## config.mk

```make
export PLATFORM = sky130hd
export DESIGN_NAME = mafd_datapath
export DESIGN_NICKNAME = d
export VERILOG_FILES = /design/src/rtl/mafd_field_unit.v /design/src/rtl/mafd_datapath.v
export VERILOG_INCLUDE_DIRS = /design/src /design/src/rtl
export SDC_FILE = /design/constraint.sdc
export NUM_CORES = 1
export LEC_CHECK = 0
export ABC_AREA = 1
export BUFFER_PORTS_ARGS = -buffer_cell sky130_fd_sc_hd__buf_2
export CAP_MARGIN = 20
export CORE_MARGIN = 3
export CORE_UTILIZATION = 55
export DETAILED_ROUTE_END_ITERATION = 8
export PLACE_DENSITY_LB_ADDON = 0.1
export SLEW_MARGIN = 25
export SYNTH_ARGS = -nofsm -noshare
export SYNTH_HDL_FRONTEND = slang
export SYNTH_SLANG_ARGS = --single-unit
```

## constraint.sdc

```tcl
create_clock -name i_ref_clk -period 3.35 [get_ports i_ref_clk]
set_input_delay 0.1675 -clock i_ref_clk [delete_from_list [all_inputs] [get_ports i_ref_clk]]
set_output_delay 0.1675 -clock i_ref_clk [all_outputs]
set_load 0.005 [all_outputs]
```

## src/rtl/mafd_map.vh

```
/*
  Constants of the move/add field datapath: register offsets, reset values,
  instruction field positions, opcodes and register-file indices.
  Assumes plain Verilog-2005 and inclusion by bare name.
*/
`ifndef MAFD_MAP_VH
`define MAFD_MAP_VH

// ****************************************
// Register offsets (byte addresses)
// ****************************************
`define MAFD_OFS_INSTR 5'h00
`define MAFD_OFS_STATUS 5'h04
`define MAFD_OFS_REGSEL 5'h08
`define MAFD_OFS_REGDATA 5'h0C
`define MAFD_OFS_LATCH 5'h10

// ****************************************
// Reset values
// ****************************************
`define MAFD_RST_INSTR 16'h0000
`define MAFD_RST_REGSEL 4'h0
`define MAFD_RST_BYTE 8'h00

// ****************************************
// Instruction fields, bit numbers as in the 16-bit word, opcode in bits 15:13
// ****************************************
`define MAFD_OP_HI 15
`define MAFD_OP_LO 13
`define MAFD_SRC_HI 12
`define MAFD_SRC_LO 8
`define MAFD_RL_HI 7
`define MAFD_RL_LO 5
`define MAFD_DST_HI 4
`define MAFD_DST_LO 0
`define MAFD_OPC_MOVE 3'h0
`define MAFD_OPC_ADD 3'h1
`define MAFD_ADDR_OFS 3'h7

// ****************************************
// Register-file indices and status bits
// ****************************************
`define MAFD_IDX_AUX 4'h0
`define MAFD_IDX_OVF 4'h8
`define MAFD_ST_BUSY 0
`define MAFD_ST_OVF 1
`define MAFD_ST_BADOP 2

// ****************************************
// AXI responses
// ****************************************
`define MAFD_RESP_OKAY 2'h0
`define MAFD_RESP_SLVERR 2'h2

`endif

```

## src/rtl/mafd_field_unit.v

```verilog
/*
  Combinational field unit: rotate, mask, add, shift and merge for one
  instruction. Assumes the caller supplies the source register, the addend
  register and the port data latched in the input phase.
*/
`timescale 1ns/1ps
`include "mafd_map.vh"

module mafd_field_unit (
  input wire [15:0] i_instr,
  input wire [7:0] i_src_reg,
  input wire [7:0] i_aux,
  input wire [7:0] i_latch,
  output reg [7:0] o_value,
  output reg [7:0] o_bus_data,
  output reg o_ovf
);

  // ****************************************
  // Helpers
  // ****************************************
  function [7:0] rotr;
    input [7:0] v;
    input [2:0] n;
    reg [15:0] t;
    begin
      t = {v, v} >> n;
      rotr = t[7:0];
    end
  endfunction

  function [7:0] lmask;
    input [2:0] len;
    begin
      lmask = (len == 3'h0) ? 8'hFF : ~(8'hFF << len);
    end
  endfunction

  // ****************************************
  // Datapath
  // ****************************************
  reg [2:0] op;
  reg [4:0] src;
  reg [2:0] rl;
  reg [4:0] dst;
  reg s_bus;
  reg d_bus;
  reg full;
  reg [7:0] m;
  reg [7:0] base;
  reg [8:0] sum;
  reg [7:0] fm;
  reg [7:0] fld;

  always @* begin
    op = i_instr[`MAFD_OP_HI:`MAFD_OP_LO];
    src = i_instr[`MAFD_SRC_HI:`MAFD_SRC_LO];
    rl = i_instr[`MAFD_RL_HI:`MAFD_RL_LO];
    dst = i_instr[`MAFD_DST_HI:`MAFD_DST_LO];
    s_bus = src[4];
    d_bus = dst[4];
    full = (s_bus && d_bus && (src[3] != dst[3]));
    m = full ? 8'hFF : lmask(rl);
    if (s_bus) begin
      base = rotr(i_latch, src[2:0]) & m;
    end else if (d_bus) begin
      base = i_src_reg;
    end else begin
      base = rotr(i_src_reg, rl);
    end
    sum = {1'b0, base} + {1'b0, (op == `MAFD_OPC_ADD) ? i_aux : 8'h00};
    o_value = sum[7:0];
    o_ovf = (op == `MAFD_OPC_ADD) && sum[8];
    fm = m << dst[2:0];
    fld = (sum[7:0] & m) << dst[2:0];
    o_bus_data = (i_latch & ~fm) | fld;
  end

endmodule // mafd_field_unit

```

## src/rtl/mafd_datapath.v

```verilog
/*
  Move/add field datapath with an AXI4-Lite register port and a two-bank
  I/O bus. Assumes bus pins are synchronous to i_ref_clk and that software
  loads the working registers before launching an instruction.
*/
`timescale 1ns/1ps
`include "mafd_map.vh"

module mafd_datapath (
  input wire i_ref_clk,
  input wire i_arst_n,
  input wire [4:0] i_axi_awaddr,
  input wire i_axi_awvalid,
  output reg o_axi_awready,
  input wire [31:0] i_axi_wdata,
  input wire [3:0] i_axi_wstrb,
  input wire i_axi_wvalid,
  output reg o_axi_wready,
  output reg [1:0] o_axi_bresp,
  output reg o_axi_bvalid,
  input wire i_axi_bready,
  input wire [4:0] i_axi_araddr,
  input wire i_axi_arvalid,
  output reg o_axi_arready,
  output reg [31:0] o_axi_rdata,
  output reg [1:0] o_axi_rresp,
  output reg o_axi_rvalid,
  input wire i_axi_rready,
  input wire [7:0] i_interface_vector_bus,
  output reg [7:0] o_interface_vector_bus,
  output reg o_interface_vector_bus_oe,
  output reg o_select_command_strobe,
  output reg o_write_command_strobe,
  output reg o_left_bank_enable_n,
  output reg o_right_bank_enable_n
);

  // ****************************************
  // Sequencer states
  // ****************************************
  localparam [1:0] ST_IDLE = 2'h0;
  localparam [1:0] ST_INP = 2'h1;
  localparam [1:0] ST_EXE = 2'h2;
  localparam [1:0] ST_OUT = 2'h3;

  function [31:0] bmerge;
    input [31:0] old;
    input [31:0] nw;
    input [3:0] strb;
    integer k;
    begin
      bmerge = old;
      for (k = 0; k < 4; k = k + 1) begin
        if (strb[k]) begin
          bmerge[k*8 +: 8] = nw[k*8 +: 8];
        end
      end
    end
  endfunction

  function is_mapped;
    input [4:0] a;
    begin
      is_mapped = (a == `MAFD_OFS_INSTR) || (a == `MAFD_OFS_STATUS) || (a == `MAFD_OFS_REGSEL) ||
                  (a == `MAFD_OFS_REGDATA) || (a == `MAFD_OFS_LATCH);
    end
  endfunction

  // Byte lanes inside a word are ignored, so both address channels decode the aligned word.
  function [4:0] word_addr;
    input [4:0] a;
    begin
      word_addr = {a[4:2], 2'b00};
    end
  endfunction

  // ****************************************
  // State
  // ****************************************
  reg [1:0] state_r;
  reg [15:0] instr_r;
  reg [3:0] regsel_r;
  reg [7:0] latch_r;
  reg ovf_last_r;
  reg badop_r;
  reg [7:0] rf_r [0:15];
  reg aw_got_r;
  reg w_got_r;
  reg [4:0] awaddr_r;
  reg [31:0] wdata_r;
  reg [3:0] wstrb_r;
  integer i;

  wire [2:0] op = instr_r[`MAFD_OP_HI:`MAFD_OP_LO];
  wire [4:0] src = instr_r[`MAFD_SRC_HI:`MAFD_SRC_LO];
  wire [4:0] dst = instr_r[`MAFD_DST_HI:`MAFD_DST_LO];
  wire s_bus = src[4];
  wire d_bus = dst[4];
  wire d_addr = !d_bus && (dst[2:0] == `MAFD_ADDR_OFS);
  wire op_ok = (op == `MAFD_OPC_MOVE) || (op == `MAFD_OPC_ADD);
  wire [7:0] fu_value;
  wire [7:0] fu_bus;
  wire fu_ovf;

  mafd_field_unit u_field (
    .i_instr(instr_r),
    .i_src_reg(rf_r[src[3:0]]),
    .i_aux(rf_r[`MAFD_IDX_AUX]),
    .i_latch(latch_r),
    .o_value(fu_value),
    .o_bus_data(fu_bus),
    .o_ovf(fu_ovf)
  );

  // ****************************************
  // Bus slave handshake
  // ****************************************
  wire aw_take = i_axi_awvalid && o_axi_awready;
  wire w_take = i_axi_wvalid && o_axi_wready;
  wire wr_go = aw_got_r && w_got_r && !o_axi_bvalid;
  wire busy = (state_r != ST_IDLE);
  wire launch = wr_go && (awaddr_r == `MAFD_OFS_INSTR) && !busy;
  wire [31:0] instr_w = bmerge({16'h0000, instr_r}, wdata_r, wstrb_r);
  wire [31:0] sel_w = bmerge({28'h0000000, regsel_r}, wdata_r, wstrb_r);
  wire [31:0] dat_w = bmerge({24'h000000, rf_r[regsel_r]}, wdata_r, wstrb_r);

  always @(posedge i_ref_clk or negedge i_arst_n) begin
    if (!i_arst_n) begin
      o_axi_awready <= 1'b0;
      o_axi_wready <= 1'b0;
      o_axi_bvalid <= 1'b0;
      o_axi_bresp <= `MAFD_RESP_OKAY;
      aw_got_r <= 1'b0;
      w_got_r <= 1'b0;
      awaddr_r <= 5'h00;
      wdata_r <= 32'h00000000;
      wstrb_r <= 4'h0;
    end else begin
      o_axi_awready <= i_axi_awvalid && !aw_got_r && !o_axi_awready && !o_axi_bvalid;
      o_axi_wready <= i_axi_wvalid && !w_got_r && !o_axi_wready && !o_axi_bvalid;
      if (aw_take) begin
        aw_got_r <= 1'b1;
        awaddr_r <= word_addr(i_axi_awaddr);
      end
      if (w_take) begin
        w_got_r <= 1'b1;
        wdata_r <= i_axi_wdata;
        wstrb_r <= i_axi_wstrb;
      end
      if (wr_go) begin
        aw_got_r <= 1'b0;
        w_got_r <= 1'b0;
        o_axi_bvalid <= 1'b1;
        o_axi_bresp <= is_mapped(awaddr_r) ? `MAFD_RESP_OKAY : `MAFD_RESP_SLVERR;
      end else if (o_axi_bvalid && i_axi_bready) begin
        o_axi_bvalid <= 1'b0;
      end
    end
  end

  // Reads are side-effect free, so a one-cycle answer keeps the port simple.
  always @(posedge i_ref_clk or negedge i_arst_n) begin
    if (!i_arst_n) begin
      o_axi_arready <= 1'b0;
      o_axi_rvalid <= 1'b0;
      o_axi_rdata <= 32'h00000000;
      o_axi_rresp <= `MAFD_RESP_OKAY;
    end else begin
      o_axi_arready <= i_axi_arvalid && !o_axi_arready && !o_axi_rvalid;
      if (i_axi_arvalid && o_axi_arready) begin
        o_axi_rvalid <= 1'b1;
        o_axi_rresp <= is_mapped(word_addr(i_axi_araddr)) ? `MAFD_RESP_OKAY : `MAFD_RESP_SLVERR;
        case (word_addr(i_axi_araddr))
          `MAFD_OFS_INSTR: o_axi_rdata <= {16'h0000, instr_r};
          `MAFD_OFS_STATUS: o_axi_rdata <= {29'h0000000, badop_r, ovf_last_r, busy};
          `MAFD_OFS_REGSEL: o_axi_rdata <= {28'h0000000, regsel_r};
          `MAFD_OFS_REGDATA: o_axi_rdata <= {24'h000000, rf_r[regsel_r]};
          `MAFD_OFS_LATCH: o_axi_rdata <= {24'h000000, latch_r};
          default: o_axi_rdata <= 32'h00000000;
        endcase
      end else if (o_axi_rvalid && i_axi_rready) begin
        o_axi_rvalid <= 1'b0;
      end
    end
  end

  // ****************************************
  // Instruction sequencer and pins
  // ****************************************
  always @(posedge i_ref_clk or negedge i_arst_n) begin
    if (!i_arst_n) begin
      state_r <= ST_IDLE;
      instr_r <= `MAFD_RST_INSTR;
      regsel_r <= `MAFD_RST_REGSEL;
      latch_r <= `MAFD_RST_BYTE;
      ovf_last_r <= 1'b0;
      badop_r <= 1'b0;
      o_interface_vector_bus <= 8'h00;
      o_interface_vector_bus_oe <= 1'b0;
      o_select_command_strobe <= 1'b0;
      o_write_command_strobe <= 1'b0;
      o_left_bank_enable_n <= 1'b1;
      o_right_bank_enable_n <= 1'b1;
    end else begin
      if (wr_go && (awaddr_r == `MAFD_OFS_REGSEL)) begin
        regsel_r <= sel_w[3:0];
      end
      case (state_r)
        ST_IDLE: begin
          if (launch) begin
            instr_r <= instr_w[15:0];
            state_r <= ST_INP;
          end
        end
        ST_INP: begin
          // Only ops that read a port open a bank; the source bank wins over the destination.
          if (op_ok && (s_bus || d_bus)) begin
            o_left_bank_enable_n <= s_bus ? src[3] : dst[3];
            o_right_bank_enable_n <= s_bus ? !src[3] : !dst[3];
          end
          state_r <= ST_EXE;
        end
        ST_EXE: begin
          badop_r <= !op_ok;
          if (!o_left_bank_enable_n || !o_right_bank_enable_n) begin
            latch_r <= i_interface_vector_bus;
          end
          o_left_bank_enable_n <= 1'b1;
          o_right_bank_enable_n <= 1'b1;
          state_r <= ST_OUT;
        end
        ST_OUT: begin
          if (o_interface_vector_bus_oe) begin
            o_interface_vector_bus_oe <= 1'b0;
            o_select_command_strobe <= 1'b0;
            o_write_command_strobe <= 1'b0;
            o_left_bank_enable_n <= 1'b1;
            o_right_bank_enable_n <= 1'b1;
            state_r <= ST_IDLE;
          end else if (op_ok && (d_bus || d_addr)) begin
            o_interface_vector_bus_oe <= 1'b1;
            o_interface_vector_bus <= d_addr ? fu_value : fu_bus;
            o_select_command_strobe <= d_addr;
            o_write_command_strobe <= !d_addr;
            o_left_bank_enable_n <= dst[3];
            o_right_bank_enable_n <= !dst[3];
          end else begin
            state_r <= ST_IDLE;
          end
          if (!o_interface_vector_bus_oe && op_ok) begin
            ovf_last_r <= fu_ovf;
          end
        end
        default: state_r <= ST_IDLE;
      endcase
    end
  end

  // ****************************************
  // Working registers
  // ****************************************
  // Flops with no reset value would leave the addend undefined, so all are cleared.
  always @(posedge i_ref_clk or negedge i_arst_n) begin
    if (!i_arst_n) begin
      for (i = 0; i < 16; i = i + 1) begin
        rf_r[i] <= `MAFD_RST_BYTE;
      end
    end else begin
      if (wr_go && (awaddr_r == `MAFD_OFS_REGDATA) && !busy) begin
        rf_r[regsel_r] <= dat_w[7:0];
      end
      if ((state_r == ST_OUT) && !o_interface_vector_bus_oe && op_ok) begin
        if (op == `MAFD_OPC_ADD) begin
          rf_r[`MAFD_IDX_OVF] <= {7'h00, fu_ovf};
        end
        // Destination written last so it wins when it is also the flag register.
        if (!d_bus) begin
          rf_r[dst[3:0]] <= fu_value;
        end
      end
    end
  end

endmodule // mafd_datapath

```

# == After elaboration in Yosys (flattened, before gate mapping) ==
# Cells that the tools add are included.
# word_totals
register_bits,237
inputBits,61
output_inout_bits,54
elab_cells,216
# classes
add_sub_neg,1
magnitude_cmp,5
n_eq_ne,18
shift,5
mux,55
n_bitwise,10
n_reduce_logical,80
# op_table
cell,count
two-way mux 128 bit,3
bitwise mux 128 bit,2
two-way mux 8 bit,15
case mux 16 bit (5 select lines),1
binary-select mux 8 bit (select 4 bit),2
demux 8 bit (select 4 bit),2
right shift 16 x 3 -> 8 bit,2
logical AND 1 bit,31
AND 8 bit,3
two-way mux 1 bit,22
logical NOT 1 bit,16
inverter 8 bit,2
left shift 8 x 3 -> 8 bit,2
greater-or-equal comparator 5 bit (second input constant),3
inverter 4 -> 5 bit,3
== test 3 x 2 -> 1 bit (second input constant),4
logical OR 1 bit,12
AND reduction 3 bit,4
nonzero test 2 bit,6
< comparator 5 x 1 -> 1 bit (second input constant),2
two-way mux 2 bit,5
AND reduction 2 bit,5
adder 8 x 8 -> 9 bit,1
== test 3 x 1 -> 1 bit (second input constant),3
other kinds (15),23

# == Logic depth before layout (Yosys ltp) ==
# logic_depth
ltp_word,14
depth_mapped,29
depth_no_buf,27

# == Hierarchy ==
# A second synthesis with hierarchy kept.
# unflattened
hier_cells,2326
hier_area_um2,15279.7
# modules_own_cells
mod,n_inst,cells_each,area_each_um2,seq_area_each_um2
mafd_datapath,1,1936,13285.2,5482.8
mafd_field_unit,1,390,1994.4,0.0

# == Worst setup path after synthesis ==
# OpenSTA, ideal clock, no wires.
# synth_timing
path_kind,reg2reg
start,register instr_r[8]
end,register rf_r[102] in the netlist's numbering
setup_ns,0.142
arrival_ns,3.556
t_required_ns,3.208
slack_ns,-0.349
path_stages_with_launch,27
path_buffers,3
period_less_slack_ns,3.699
cell_sequence,dfrtp_1 buf_2 inv_1 clkbuf_1 nand2_1 nand2_1 nand2_1 nand3_1 nand3_1 nand2_1 nand2_1 nand3_1 nand3_1 nand3_1 nand2_1 nand2_1 ha_1 inv_1 fa_1 nand3b_1 nand2_1 inv_1 o21ai_0 xor2_1 inv_1 clkbuf_1 o21ai_0
# synth_via
elab_chain_len,11
word_cells_on_any_way,13
classes_between,1 x add/sub; 2 x shift; 8 x mux; 2 x bitwise
# synth_lines
element,line_no,text
start: declaration,mafd_datapath.v:81,reg [15:0] instr_r;
start signal: assignment,mafd_datapath.v:193,instr_r <= `MAFD_RST_INSTR;
start signal: assignment,mafd_datapath.v:211,instr_r <= instr_w[15:0];
inverter 4 -> 5 bit (implied by the code),mafd_datapath.v:107,".i_src_reg(rf_r[src[3:0]]),"
binary-select mux 8 bit (select 4 bit),mafd_datapath.v:107,
two-way mux 8 bit (implied by the code) (2 in series),mafd_datapath.v:107,
right shift 16 x 3 -> 8 bit,mafd_field_unit.v:27,"t = {v, v} >> n;"
two-way mux 8 bit,mafd_field_unit.v:66,end else if (d_bus) begin
two-way mux 8 bit *,mafd_field_unit.v:64,if (s_bus) begin
adder 8 x 8 -> 9 bit *,mafd_field_unit.v:71,"sum = {1'b0, base} + {1'b0, (op == `MAFD_OPC_ADD) ? i_aux : 8'h00};"
bitwise mux 128 bit *,mafd_datapath.v:278,rf_r[dst[3:0]] <= fu_value;
two-way mux 128 bit *,mafd_datapath.v:277,if (!d_bus) begin
two-way mux 128 bit *,mafd_datapath.v:272,if ((state_r == ST_OUT) && !o_interface_vector_bus_oe && op_ok) begin
end signal: indexed assignment,mafd_datapath.v:270,rf_r[regsel_r] <= dat_w[7:0];
end signal: indexed assignment,mafd_datapath.v:274,"rf_r[`MAFD_IDX_OVF] <= {7'h00, fu_ovf};"
end signal: indexed assignment,mafd_datapath.v:278,
end: declaration,mafd_datapath.v:86,reg [7:0] rf_r [0:15];
# Mark *: on every way between the ends. The rest lies on a longest branch, timed or not. The select of a mux whose other input is x is not followed.
# A chain may end at the register's enable or synchronous reset.

# == Worst setup path in the final report ==
# layout_timing
start,register instr_r[8]
end,register o_interface_vector_bus[6]
# layout_via
elab_chain_len,12
word_cells_on_any_way,14
classes_between,1 x add/sub; 3 x shift; 6 x mux; 4 x bitwise
# layout_lines
element,line_no,text
inverter 4 -> 5 bit (implied by the code),mafd_datapath.v:107,
binary-select mux 8 bit (select 4 bit),mafd_datapath.v:107,
two-way mux 8 bit (implied by the code) (2 in series),mafd_datapath.v:107,
right shift 16 x 3 -> 8 bit,mafd_field_unit.v:27,
two-way mux 8 bit,mafd_field_unit.v:66,
two-way mux 8 bit *,mafd_field_unit.v:64,
adder 8 x 8 -> 9 bit *,mafd_field_unit.v:71,
AND 8 bit,mafd_field_unit.v:75,fld = (sum[7:0] & m) << dst[2:0];
left shift 8 x 3 -> 8 bit,mafd_field_unit.v:75,
bitwise OR 8 bit,mafd_field_unit.v:76,o_bus_data = (i_latch & ~fm) | fld;
two-way mux 8 bit *,mafd_datapath.v:242,o_interface_vector_bus <= d_addr ? fu_value : fu_bus;
end signal: assignment,mafd_datapath.v:242,
end: declaration,mafd_datapath.v:30,"output reg [7:0] o_interface_vector_bus,"
# Marks and branches as above.

==> report_table.html <==
<table>
<tr><th>Metric</th><th>Value</th></tr>
<tr><th colspan="2">Critical path</th></tr>
<tr><td>R2r endpoint</td><td>o_interface_vector_bus[6]</td></tr>
<tr><td>Register-to-Register Path Depth</td><td>26</td></tr>
<tr><td>Critical path data arrival time</td><td>4200 ps</td></tr>
<tr><td>Register-to-register setup slack</td><td>-380 ps</td></tr>
<tr><td>Class of the most critical setup path</td><td>reg -&gt; reg</td></tr>
<tr><td>Required time of the worst setup path</td><td>3820 ps</td></tr>
<tr><td>Launch point of the worst path</td><td>instr_r[8]</td></tr>
<tr><td>Start of the worst register-to-register path</td><td>instr_r[8]</td></tr>
<tr><td>Worst Path Max Fanout</td><td>8</td></tr>
<tr><td>Kind of start point of the critical path</td><td>flip-flop</td></tr>
<tr><td>Type of destination of the critical path</td><td>flip-flop</td></tr>
<tr><th colspan="2">Detailed routing</th></tr>
<tr><td>Via/cell ratio</td><td>6.30</td></tr>
<tr><td>DR WL/cell</td><td>24.0 um</td></tr>
<tr><td>DR vias</td><td>17000</td></tr>
<tr><td>1st-iter DRT viols</td><td>2825</td></tr>
<tr><td>Total DRC errors in the routed layout</td><td>0</td></tr>
<tr><td>Antenna-violating nets left</td><td>0</td></tr>
<tr><td>Wirelength, routed</td><td>64900 um</td></tr>
<tr><td>Iteration count of the initial detailed-routing pass</td><td>7</td></tr>
<tr><th colspan="2">STA</th></tr>
<tr><td>TNS Setup</td><td>-21330 ps</td></tr>
<tr><td>Final setup slack of the worst path</td><td>-376 ps</td></tr>
<tr><td>Worst hold slack</td><td>3.66 ps</td></tr>
<tr><td>Final setup fails</td><td>103</td></tr>
<tr><td>RSZ-0062 raised after global routing</td><td>yes</td></tr>
<tr><td>Worst relative slew slack</td><td>43.1%</td></tr>
<tr><td>Worst-Margin Slew</td><td>851 ps</td></tr>
<tr><td>Final period utilization</td><td>111%</td></tr>
<tr><td>Final worst clock skew</td><td>26.3 ps</td></tr>
<tr><td>Final hold violation count</td><td>0</td></tr>
<tr><td>Tmin final</td><td>3730 ps</td></tr>
<tr><td>Final count of pins violating max slew</td><td>0</td></tr>
<tr><td>Max Fclk</td><td>268 MHz</td></tr>
<tr><th colspan="2">Floorplan</th></tr>
<tr><td>Starting utilization of the core area</td><td>56.5%</td></tr>
<tr><td>Count of pins on the block boundary</td><td>115</td></tr>
<tr><td>Width of the chip</td><td>168 um</td></tr>
<tr><td>Area inside the core boundary</td><td>25500 um^2</td></tr>
<tr><td>Row cnt</td><td>58</td></tr>
<tr><td>DIE HEIGHT</td><td>168 um</td></tr>
<tr><td>DIE AREA</td><td>28100 um^2</td></tr>
<tr><th colspan="2">Final layout</th></tr>
<tr><td>Fraction of final layout cells sized beyond drive strength 1</td><td>25.8%</td></tr>
<tr><td>Area of all placed cells without fillers</td><td>18900 um^2</td></tr>
<tr><td>Final net count</td><td>2428</td></tr>
<tr><td>Leading cell type in the layout, fill and taps excluded</td><td>sky130_fd_sc_hd__nand2_1</td></tr>
<tr><td>Leading cell types in the layout, fill and taps excluded</td><td>sky130_fd_sc_hd__nand2_1, sky130_fd_sc_hd__inv_1, sky130_fd_sc_hd__dfrtp_1</td></tr>
<tr><td>Fill cell total of the finished layout</td><td>2029</td></tr>
<tr><td>Area added between synthesis and finish</td><td>31.6%</td></tr>
<tr><th colspan="2">Synthesis</th></tr>
<tr><td>Mean area per synthesized cell</td><td>6.85 um^2</td></tr>
<tr><td>Number of enable flip-flop cells after synthesis</td><td>0</td></tr>
<tr><td>FFs w/ async S/R, synth</td><td>100%</td></tr>
<tr><td>Ys flop type</td><td>sky130_fd_sc_hd__dfrtp_1</td></tr>
<tr><td>Post-Synthesis Cells</td><td>2099</td></tr>
<tr><td>Count of yosys warnings during synthesis</td><td>0</td></tr>
<tr><td>Xor and xnor fraction of the mapped netlist area</td><td>0.244%</td></tr>
<tr><td>Share of synthesized area spent on multiplexers</td><td>0.531%</td></tr>
<tr><td>Main combinational cell family by area after synthesis</td><td>simple AND/OR/NAND/NOR gates</td></tr>
<tr><td>Compound-gate portion of the synthesized area</td><td>22.5%</td></tr>
<tr><td>Adder-Cell Fraction of Synth Area</td><td>1.36%</td></tr>
<tr><td>Proportion of synthesized chip area in sequential cells</td><td>38.1%</td></tr>
<tr><td>Simple-gate portion of the synthesized area</td><td>26.0%</td></tr>
<tr><td>Library cell with the largest summed area after synthesis</td><td>sky130_fd_sc_hd__dfrtp_1</td></tr>
<tr><td>Synthesized flop and latch total</td><td>219</td></tr>
<tr><td>Top area cells in the synthesized netlist</td><td>sky130_fd_sc_hd__dfrtp_1, sky130_fd_sc_hd__nand2_1, sky130_fd_sc_hd__o21ai_0</td></tr>
<tr><td>Area share of the largest cell type after synthesis</td><td>37.7%</td></tr>
<tr><td>Cell Area, Synth</td><td>14400 um^2</td></tr>
<tr><td>Synth cell types</td><td>47</td></tr>
<tr><th colspan="2">Clock network</th></tr>
<tr><td>Buffer type at the clock tree root</td><td>sky130_fd_sc_hd__clkbuf_16</td></tr>
<tr><td>Clock H-tree levels</td><td>1</td></tr>
<tr><td>TritonCTS clock tree</td><td>yes</td></tr>
<tr><td>Clock-pin slew on the worst setup and hold paths</td><td>60 ps</td></tr>
<tr><td>Maximum count of clock buffers along a single path</td><td>3</td></tr>
<tr><td>Clock insertion delay at the later pin of the skew report</td><td>570 ps</td></tr>
<tr><td>Number of buffers added by the clock tree synthesis step</td><td>24</td></tr>
<tr><td>Clock tree sinks</td><td>219</td></tr>
<tr><th colspan="2">Outcome</th></tr>
<tr><td>Failing checks</td><td>setup timing</td></tr>
<tr><td>Status</td><td>complete, but fails checks</td></tr>
<tr><th colspan="2">Global routing</th></tr>
<tr><td>Antenna violations before repair</td><td>2</td></tr>
<tr><td>Wire length of the first global-routing pass</td><td>94200 um</td></tr>
<tr><td>Largest net degree at the start of global routing</td><td>92</td></tr>
<tr><td>Leftover overflow at the end of global routing</td><td>0</td></tr>
<tr><td>Tot GR Track Use</td><td>43.6%</td></tr>
<tr><td>Number of global-route vias before repair</td><td>16000</td></tr>
<tr><th colspan="2">Place</th></tr>
<tr><td>Half-perimeter wire length after placement</td><td>44400 um</td></tr>
<tr><td>Routability-driven placement congestion ratio</td><td>1.09</td></tr>
<tr><td>Cell Area, Placed</td><td>16200 um^2</td></tr>
<tr><td>Setup Slack @ Placement</td><td>-367 ps</td></tr>
<tr><td>IO buf count</td><td>74</td></tr>
<tr><th colspan="2">Min path</th></tr>
<tr><td>Hold Startpoint</td><td>i_axi_araddr[3]</td></tr>
<tr><td>Min-Delay Endpoint</td><td>o_axi_rresp[1]</td></tr>
<tr><td>Worst hold path cell count</td><td>5</td></tr>
<tr><td>Type of the tightest min-delay check</td><td>in -&gt; reg</td></tr>
<tr><th colspan="2">Job</th></tr>
<tr><td>Max-capacitance violation count</td><td>0</td></tr>
</table>
[layer usage]
metal  vias up  share of wire (%)  routed length [um]  global-route usage (%)
met5         -              0.020                  13                       0
met4         2                6.7                4330                    20.6
met3       300                 12                7910                    9.14
met2      1265                 44               28300                    66.7
met1      8055                 38               24400                    59.4
li1       7383                  -                   -                       -
[cell families (layout without fill, tap and decap cells)]
kind of cell               Yosys count  in the layout
DFF                                219            219
other                                1             21
muxes                                7              7
adders and majority gates           15             15
and+or+nand+nor                    895            895
AOI/OAI and AO/OA                  570            570
xor gates and xnor gates             4              4
buffers and inverters              388            640
[metrics by stage]
| stage | util [%] | instances |
|---|---|---|
| 6_report | 74.3 | 2701 |
| 3_3_place_gp | 63.6 | 2592 |
| 3_5_place_dp | 63.6 | 2592 |
| 4_1_cts | 70.3 | 2686 |
| 5_1_grt | 74.3 | 2699 |
| 2_1_floorplan | - | 2116 |
[cells in the mapped netlist (7+ instances only)]
library cell	number
sky130_fd_sc_hd__o21ai_1	57
sky130_fd_sc_hd__a22oi_1	52
sky130_fd_sc_hd__ha_1	14
sky130_fd_sc_hd__buf_6	8
sky130_fd_sc_hd__o31ai_1	9
sky130_fd_sc_hd__nand3_1	144
sky130_fd_sc_hd__nor2_2	14
sky130_fd_sc_hd__nand4_1	9
sky130_fd_sc_hd__dfrtp_1	217
sky130_fd_sc_hd__buf_4	22
sky130_fd_sc_hd__o211ai_1	22
sky130_fd_sc_hd__nand2_1	550
sky130_fd_sc_hd__nor2_4	10
sky130_fd_sc_hd__inv_1	245
sky130_fd_sc_hd__inv_2	21
sky130_fd_sc_hd__nor3_1	10
sky130_fd_sc_hd__nand2_2	7
sky130_fd_sc_hd__clkinv_1	11
sky130_fd_sc_hd__nor2_1	141
sky130_fd_sc_hd__a21oi_1	133
sky130_fd_sc_hd__clkbuf_1	58
sky130_fd_sc_hd__a22oi_2	17
sky130_fd_sc_hd__buf_2	17
sky130_fd_sc_hd__o21ai_0	261
[what timing repair did]
item	4_1_cts	5_1_grt
setup endpoints to repair	105	121
gates resized for setup	85	237
setup buffers	9	8
hold buffers	37	0
cloned	6	6
endpoints found under the hold margin	124	0
pin swaps	25	65
[registers in the layout, indices dropped and copies added, names as in the netlist, 2 cells and up]
signal and count:
awaddr_r 3, regsel_r 4, instr_r 16, rf_r 128
o_axi_rdata 16, o_interface_vector_bus 8, latch_r 8, wstrb_r 2
wdata_r 16, state_r 2
[worst max-delay path by stage]
stage                                endpoint  cells after the start  slack, ps
global placement    o_interface_vector_bus[7]                     29       -320
floorplan           o_interface_vector_bus[4]                     26         30
detailed placement  o_interface_vector_bus[7]                     29       -370
finish              o_interface_vector_bus[6]                     26       -380
global route        o_interface_vector_bus[7]                     28       -490
CTS                 o_interface_vector_bus[7]                     29       -280
[layout make-up]
type	instances	area, um^2	share of cell area, %
diodes	3	7.51	0.0397
clock buffers	33	694	3.67
clock inverters	9	126	0.668
inverters	278	1060	5.60
multi-input cells	1509	8340	44.0
flip-flops and latches	219	5490	29.0
well taps	330	413	2.18
repair buffers	320	2810	14.8
[worst max-delay path, cell delays in order (launching register included)]
cell	delay, ps
sky130_fd_sc_hd__dfrtp_4	580
sky130_fd_sc_hd__buf_12	190
sky130_fd_sc_hd__buf_16	150
sky130_fd_sc_hd__o21ai_4	140
sky130_fd_sc_hd__nand2_2	70
sky130_fd_sc_hd__nand3_2	110
sky130_fd_sc_hd__nand3_2	80
sky130_fd_sc_hd__nand2_2	90
sky130_fd_sc_hd__nand2_2	70
sky130_fd_sc_hd__nand3_2	90
sky130_fd_sc_hd__nand3_2	70
sky130_fd_sc_hd__nand3_2	80
sky130_fd_sc_hd__nand2_2	50
sky130_fd_sc_hd__nand2_2	80
sky130_fd_sc_hd__ha_4	140
sky130_fd_sc_hd__inv_2	40
sky130_fd_sc_hd__fa_2	390
sky130_fd_sc_hd__nand3b_1	200
sky130_fd_sc_hd__nand2_2	100
sky130_fd_sc_hd__inv_2	50
sky130_fd_sc_hd__o21ai_4	180
sky130_fd_sc_hd__xor2_2	200
sky130_fd_sc_hd__buf_4	160
sky130_fd_sc_hd__nand2_1	50
sky130_fd_sc_hd__nand4_1	80
sky130_fd_sc_hd__nand2_1	50
sky130_fd_sc_hd__a21oi_1	130
Power is not shown: default switching activity piles up to over one toggle a cycle in this logic, so the estimate is an artifact.
